==> src/rpt_pkg.sv <==
// Package of constants and types for the reading phase trigger block
package rpt_pkg;
   // ==========================================
   // Timing
   localparam int CLK_HZ = 50000000;
   localparam int GLITCH_US = 500;
   localparam int GLITCH_CYC = (GLITCH_US * (CLK_HZ / 1000000));
   localparam int GLITCH_W = 24;
   localparam int TMO_W = 24;
   localparam int TMO_CYC_DEF = 50000;
   // ==========================================
   // Sensor arrangements
   typedef enum logic [1:0] {
      RPT_SINGLE,
      RPT_DUAL,
      RPT_CTRL,
      RPT_HOST
   } rpt_arr_t;
   // ==========================================
   // Output event selectors
   typedef enum logic [2:0] {
      RPT_EV_NONE,
      RPT_EV_PHASE_ON,
      RPT_EV_PHASE_OFF,
      RPT_EV_FAIL,
      RPT_EV_COMPLETE
   } rpt_ev_t;
   // Output mode field position and output reset value
   localparam int OM_TMO_EN = 0;
   localparam logic [1:0] OUT_RST = 2'h0;
endpackage : rpt_pkg

==> src/rpt_filter.sv <==
// Glitch filter with active level selection and edge pulses for one input
`timescale 1ns/100ps
module rpt_filter #(
   parameter int W = rpt_pkg::GLITCH_W
) (
   input wire logic clk,
   input wire logic srst,
   input wire logic ce,
   input wire logic pin,
   input wire logic act_high,
   input wire logic [W-1:0] glitch_cyc,
   output logic level,
   output logic rise,
   output logic fall
);
   import rpt_pkg::*;

   typedef struct packed {
      logic s1;
      logic s2;
      logic lvl;
      logic rise;
      logic fall;
      logic [W-1:0] cnt;
   } rpt_flt_t;

   rpt_flt_t r;
   rpt_flt_t next_r;
   logic on_now;

   // ==========================================
   // Filter: a new level counts only after holding for the glitch time
   always_comb begin
      next_r = r;
      next_r.s1 = pin;
      next_r.s2 = r.s1;
      next_r.rise = 1'b0;
      next_r.fall = 1'b0;
      on_now = (r.s2 == act_high);
      if (on_now == r.lvl) begin
         next_r.cnt = '0;
      end else if (r.cnt + 1'b1 >= glitch_cyc) begin
         next_r.cnt = '0;
         next_r.lvl = on_now;
         next_r.rise = on_now;
         next_r.fall = ~on_now;
      end else begin
         next_r.cnt = r.cnt + 1'b1;
      end
   end

   // State register
   always_ff @(posedge clk) begin
      if (srst) begin
         r <= '0;
      end else if (ce) begin
         r <= next_r;
      end
   end

   assign level = r.lvl;
   assign rise = r.rise;
   assign fall = r.fall;
endmodule : rpt_filter

==> src/rpt_top.sv <==
// Reading phase control from two filtered inputs and two result outputs
`timescale 1ns/100ps
//
// Contract
// - Single sensor: trigger on starts, off stops
// - Two sensors: trigger on starts, input two stops
// - Controller: either on starts, either off stops
// - Host commands may start and stop phase
// - Each input has selectable active level
// - Pulses under half millisecond are ignored
// - Glitch time can be raised above default
// - Trigger lamp follows filtered active trigger
// - Output one defaults to failed read
// - Output two defaults to complete read
// - Outputs follow activation, deactivation, timeout events
// - Host may force each output independently
// - Menu in use: offline, no phases, no data
module rpt_top #(
   parameter int GW = rpt_pkg::GLITCH_W,
   parameter int TW = rpt_pkg::TMO_W
) (
   input wire logic clk,
   input wire logic srst,
   input wire logic ce,
   input wire logic trig_pin,
   input wire logic in2_pin,
   input wire rpt_pkg::rpt_arr_t arrangement,
   input wire logic trig_act_high,
   input wire logic in2_act_high,
   input wire logic [GW-1:0] glitch_cyc,
   input wire logic host_start,
   input wire logic host_stop,
   input wire logic menu_active,
   input wire logic result_valid,
   input wire logic result_complete,
   input wire logic result_data_req,
   input wire rpt_pkg::rpt_ev_t out1_on_ev,
   input wire rpt_pkg::rpt_ev_t out1_off_ev,
   input wire rpt_pkg::rpt_ev_t out2_on_ev,
   input wire rpt_pkg::rpt_ev_t out2_off_ev,
   input wire logic [1:0] out_tmo_en,
   input wire logic [TW-1:0] out_tmo_cyc,
   input wire logic [1:0] host_out_force,
   input wire logic [1:0] host_out_value,
   output logic phase_active,
   output logic phase_start,
   output logic phase_end,
   output logic trig_lamp,
   output logic result_data_en,
   output logic offline,
   output logic [1:0] out_pin
);
   import rpt_pkg::*;

   // ==========================================
   // State
   typedef struct packed {
      logic phase;
      logic start;
      logic stop;
      logic lamp;
      logic data_en;
      logic offl;
      logic [1:0] outp;
      logic [1:0] evout;
      logic [TW-1:0] t0;
      logic [TW-1:0] t1;
   } rpt_st_t;

   rpt_st_t r;
   rpt_st_t next_r;

   logic t_lvl;
   logic t_rise;
   logic t_fall;
   logic i_lvl;
   logic i_rise;
   logic i_fall;
   logic go;
   logic halt;
   logic [7:0] ev; // Spare selector codes read as no event
   logic [2:0] on_sel [2];
   logic [2:0] off_sel [2];

   // ==========================================
   // Input filters, each with two sync stages inside
   rpt_filter #(.W(GW)) u_trig (
      .clk(clk),
      .srst(srst),
      .ce(ce),
      .pin(trig_pin),
      .act_high(trig_act_high),
      .glitch_cyc(glitch_cyc),
      .level(t_lvl),
      .rise(t_rise),
      .fall(t_fall)
   );

   rpt_filter #(.W(GW)) u_in2 (
      .clk(clk),
      .srst(srst),
      .ce(ce),
      .pin(in2_pin),
      .act_high(in2_act_high),
      .glitch_cyc(glitch_cyc),
      .level(i_lvl),
      .rise(i_rise),
      .fall(i_fall)
   );

   // Event selectors as plain codes per output
   assign on_sel[0] = out1_on_ev;
   assign on_sel[1] = out2_on_ev;
   assign off_sel[0] = out1_off_ev;
   assign off_sel[1] = out2_off_ev;

   // ==========================================
   // Start and stop decision per arrangement
   always_comb begin
      go = 1'b0;
      halt = 1'b0;
      unique case (arrangement)
         RPT_SINGLE: begin
            go = t_rise;
            halt = t_fall;
         end
         RPT_DUAL: begin
            go = t_rise;
            halt = i_rise;
         end
         RPT_CTRL: begin
            go = t_rise | i_rise;
            halt = t_fall | i_fall;
         end
         RPT_HOST: begin
            go = host_start;
            halt = host_stop;
         end
      endcase
   end

   // Event vector indexed by rpt_ev_t codes
   always_comb begin
      ev = '0;
      ev[RPT_EV_PHASE_ON] = r.start;
      ev[RPT_EV_PHASE_OFF] = r.stop;
      ev[RPT_EV_FAIL] = result_valid & ~result_complete;
      ev[RPT_EV_COMPLETE] = result_valid & result_complete;
   end

   // ==========================================
   // Phase, lamp, offline and output sequencing
   always_comb begin
      logic [TW-1:0] tn;
      logic on_hit;
      logic off_hit;
      logic was;
      tn = '0;
      on_hit = 1'b0;
      off_hit = 1'b0;
      was = 1'b0;
      next_r = r;
      next_r.start = 1'b0;
      next_r.stop = 1'b0;
      next_r.lamp = t_lvl;
      next_r.offl = menu_active;
      if (menu_active) begin
         if (r.phase) begin
            next_r.stop = 1'b1;
         end
         next_r.phase = 1'b0;
      end else if (!r.phase && go) begin
         next_r.phase = 1'b1;
         next_r.start = 1'b1;
      end else if (r.phase && halt) begin
         next_r.phase = 1'b0;
         next_r.stop = 1'b1;
      end
      // No result data leaves while offline
      next_r.data_en = result_data_req & ~menu_active;
      for (int k = 0; k < 2; k++) begin
         on_hit = (on_sel[k] != RPT_EV_NONE) && ev[on_sel[k]];
         off_hit = (off_sel[k] != RPT_EV_NONE) && ev[off_sel[k]];
         tn = (k == 0) ? r.t0 : r.t1;
         was = r.evout[k];
         if (!was && on_hit) begin
            next_r.evout[k] = 1'b1;
            tn = out_tmo_cyc;
         end else if (was && off_hit) begin
            next_r.evout[k] = 1'b0;
            tn = '0;
         end else if (was && out_tmo_en[k]) begin
            if (tn <= 1) begin
               next_r.evout[k] = 1'b0;
               tn = '0;
            end else begin
               tn = tn - 1'b1;
            end
         end
         if (k == 0) begin
            next_r.t0 = tn;
         end else begin
            next_r.t1 = tn;
         end
         // Host force overrides event result
         next_r.outp[k] = host_out_force[k] ? host_out_value[k]
                                            : next_r.evout[k];
      end
   end

   // State register
   always_ff @(posedge clk) begin
      if (srst) begin
         r <= '0;
         r.outp <= OUT_RST;
      end else if (ce) begin
         r <= next_r;
      end
   end

   assign phase_active = r.phase;
   assign phase_start = r.start;
   assign phase_end = r.stop;
   assign trig_lamp = r.lamp;
   assign result_data_en = r.data_en;
   assign offline = r.offl;
   assign out_pin = r.outp;
endmodule : rpt_top

==> config.mk <==
export PLATFORM = sky130hd
export DESIGN_NAME = rpt_top
export DESIGN_NICKNAME = d
export VERILOG_FILES = /design/src/rpt_pkg.sv /design/src/rpt_filter.sv /design/src/rpt_top.sv
export SDC_FILE = /design/constraint.sdc
export NUM_CORES = 1
export LEC_CHECK = 0
export ABC_AREA = 1
export BUFFER_PORTS_ARGS = -buffer_cell sky130_fd_sc_hd__buf_4
export CORE_MARGIN = 5
export CORE_UTILIZATION = 50
export CTS_CLUSTER_SIZE = 40
export DETAILED_ROUTE_END_ITERATION = 7
export PLACE_DENSITY = 0.72
export SLEW_MARGIN = 20
export SYNTH_ARGS = -nofsm -noshare
export SYNTH_HDL_FRONTEND = slang
export SYNTH_SLANG_ARGS = --single-unit
==> constraint.sdc <==
create_clock -name clk -period 2.62 [get_ports clk]
set_input_delay 0.131 -clock clk [delete_from_list [all_inputs] [get_ports clk]]
set_output_delay 0.131 -clock clk [all_outputs]
set_load 0.005 [all_outputs]
==> metrics.yaml <==
synthesis:
  synth_warnings: 0
  synth_edf_count: 0
  synthesis.nets: 1684
  synth_top_area_share_pct: 25.21
  synth_area_leaders: "dfxtp_1, nand2_1, nor2_1"
  synth-seq-cells: 116
  netlist_instances: 1549
  synth_ff_type: "dfxtp_1"
  async_reset_ff_share_pct: 0
  synth_cell_type_count: 40
  synthesis.area_sq_um: 9213
  yosysTopAreaCell: "dfxtp_1"
  avgSynthCellArea_sq_um: 5.947
  seq_area_frac_synth_pct: 25.21
timing:
  fmax_mhz: 371.6
  layout_min_cycle_time_ns: 2.691
  slew_violations: 0
  finalSetupViolations: 21
  hold_viol: 0
  period_share_pct: 102.7
  finClkSkew_ns: 0.008735
  worst_slack_ns: -0.07138
  relSlewSlack_pct: 42.69
  tightest_slew_ns: 0.8576
  grt_setup_unrepaired: "yes"
place:
  gp_congestion: 0.9649
  port_buffers: 88
  dpl_cell_area_sq_um: 10180
  post-place-ws_ns: -0.07010
  dp_hpwl_microns: 19930
status:
  failed_checks: "setup timing"
  status: "finished with violations"
finish:
  nFillCells: 1624
  final_cell_mix: "nand2_1, nor2_1, inv_1"
  layout-drive-gt1-share_pct: 23.58
  area_delta_synth_final_pct: 27.62
  stdcell_area_sq_um: 11760
  layout.nets: 1793
  n_antenna_cell: 0
  final_common_cell: "nand2_1"
grt:
  groute.usage.overall_pct: 24.61
  grt_pass1_vias: 8914
  grt_overflow_total: 0
  grt_max_degree: 63
  antenna_found_initial: 0
  grt_first_pass_wirelength_microns: 43790
die:
  start_util_pct: 51.11
  rows: 49
  die_y_microns: 145.7
  die-area_sq_um: 21240
  die_x_microns: 145.7
  coreArea_sq_um: 18020
  io_pins: 89
power_and_ir_drop:
  powerDensity_nw_per_um2: 492.9
  swShare_pct: 32.54
  switchingPower_mw: 1.886
  seqPwrFrac_pct: 33.0
  p_leak_nw: 5.763
  clockPowerShare_pct: 40.7
  combPwrFrac_pct: 26.3
  p_int_mw: 3.910
  peakVddDrop_v: 0.0005139
routing:
  via_count: 10090
  final_antenna_net_count: 0
  first_pass_iters: 6
  wl_per_cell_microns: 15.15
  drt_iter0_drc: 822
  viasPerCell: 5.311
  routed_wl_microns: 28780
  drc: 0
cts:
  clkTransAtPathRegs_ns: 0.06
  cts_tree: "yes"
  htreeDepth: 4
  clock_latency_ns: 0.43
  root_buffer: "clkbuf_16"
  cts_buffers: 17
  clkSinkCount: 116
  clock_path_buffers: 2
worst_setup_path:
  crit_path_cell_trace: "nand2_4 > nor2_4 > nand2_2 > nor2_4 > xor2_2 > ha_1 > nand2_2 > inv_1 > nand2_1 > nand2_1 > nand2_1 > nand2_1 > nand2_2 > nand2_2 > nor2_4 > clkbuf_16 > nand4_1 > a21oi_1"
  crit_path_start_kind: "register"
  crit_path_end_kind: "register"
  slowest_stage: "dfxtp_4"
  worstPathMaxFanout: 12
  cp.required_ns: 2.96
  arrival_ns: 3.03
  max_stage_delay_ns: 0.39
  crit_type: "reg -> reg"
flow_run:
  drv_cap: 0
worst_hold_path:
  hold_path.class: "in -> reg"
## power by group through the flow
stage / registers [mW] / clock network, mW / logic [mW]
after floorplan: 1.94 / 0 / 1.11
after CTS: 1.93 / 2.38 / 1.49
after detailed placement: 1.96 / 0 / 1.47
after global routing: 1.92 / 2.46 / 1.72
final: 1.91 / 2.36 / 1.52
after global placement: 1.96 / 0 / 1.45
## metal layers
metal	wire length, microns	vias up	part of all wire, %	global-route usage [%]
li1	-	5101	-	-
met1	13070	4538	45	35.50
met3	1920	59	6.7	3.768
met5	0	-	0	0
met4	701	0	2.4	7.789
met2	13100	392	46	37.67
## what timing repair did
action / in CTS / in global routing
pin swaps: 2 / 45
buffers inserted: 3 / 8
endpoints found under the hold margin: 4 / 0
resized for setup: 23 / 231
endpoints found under the setup margin: 52 / 54
cloned: 2 / 2
hold buffers: 4 / 0
## sequential cells by signal, summed over array words and instances (netlist names), 2 cells and up
register  count
u_trig.r     25
out_pin       2
u_in2.r      25
r            50
## synthesized netlist by cell type, types with 2 or more instances
| cell | instances |
|---|---|
| a21boi_0 | 2 |
| a21o_1 | 2 |
| a21oi_1 | 90 |
| and2_1 | 6 |
| buf_1 | 2 |
| buf_2 | 13 |
| buf_4 | 6 |
| buf_6 | 2 |
| clkbuf_1 | 27 |
| clkinv_1 | 3 |
| dfxtp_1 | 116 |
| ha_1 | 54 |
| inv_1 | 170 |
| inv_2 | 9 |
| nand2_1 | 479 |
| nand2_2 | 9 |
| nand2_4 | 6 |
| nand3_1 | 66 |
| nand3_2 | 2 |
| nand3b_1 | 5 |
| nand4_1 | 53 |
| nor2_1 | 277 |
| nor2_2 | 9 |
| nor2_4 | 3 |
| nor3_1 | 6 |
| o211ai_1 | 3 |
| o21ai_0 | 38 |
| o21ai_1 | 15 |
| o21bai_1 | 2 |
| xnor2_1 | 18 |
| xor2_1 | 47 |
## critical path: cells and delay by family (launching register included)
family / cells / cell delay, ns
xor gates and xnor gates: 1 / 0.25
buffers and inverters: 2 / 0.26
adders and majority gates: 1 / 0.29
AOI/OAI and AO/OA: 1 / 0.16
and+or+nand+nor: 13 / 1.23
DFF: 1 / 0.39
## cell type report
type / instances / area [sq um] / share of cell area (%)
clock inverters: 9 / 100.1 / 0.8513
clock buffers: 23 / 498.0 / 4.235
well taps: 229 / 286.5 / 2.437
multi-input cells: 1201 / 6625 / 56.35
flip-flops and latches: 116 / 2427 / 20.64
repair buffers: 140 / 1135 / 9.652
inverters: 182 / 685.7 / 5.832
## cell families (layout without fill, tap and decap cells)
family	Yosys count	in the layout	synth area share, %
buf+inv	232	354	10.04
simple gates	925	925	42.22
flops	116	116	25.21
compound gates	157	157	9.018
xor+xnor	65	65	6.179
fa+ha+maj	54	54	7.334
## worst paths after layout
path	startpoint	end	slack (ns)	cells after the start
min reg2reg	result_data_en	result_data_en	0.47	2
max reg2reg	u_trig.r[4]	u_trig.r[6]	-0.07	18
max	u_trig.r[4]	u_trig.r[6]	-0.07	18
min	host_out_force[0]	out_pin[0]	0.01	4
## stage by stage
step	utilization (%)	power (mW)	TNS [ns]	std cells	hold slack (ns)
global route	65.23	6.101	-5.203	1900	0.03872
detailed placement	56.47	3.435	-0.9549	1849	0.3703
CTS	60.54	5.801	0	1890	0.01103
floorplan	-	3.055	0	1549	0.2659
global placement	56.47	3.411	-0.1599	1849	0.3702
finish	65.23	5.796	-0.9041	1900	0.01289
Power figures use the tool's default switching activity.
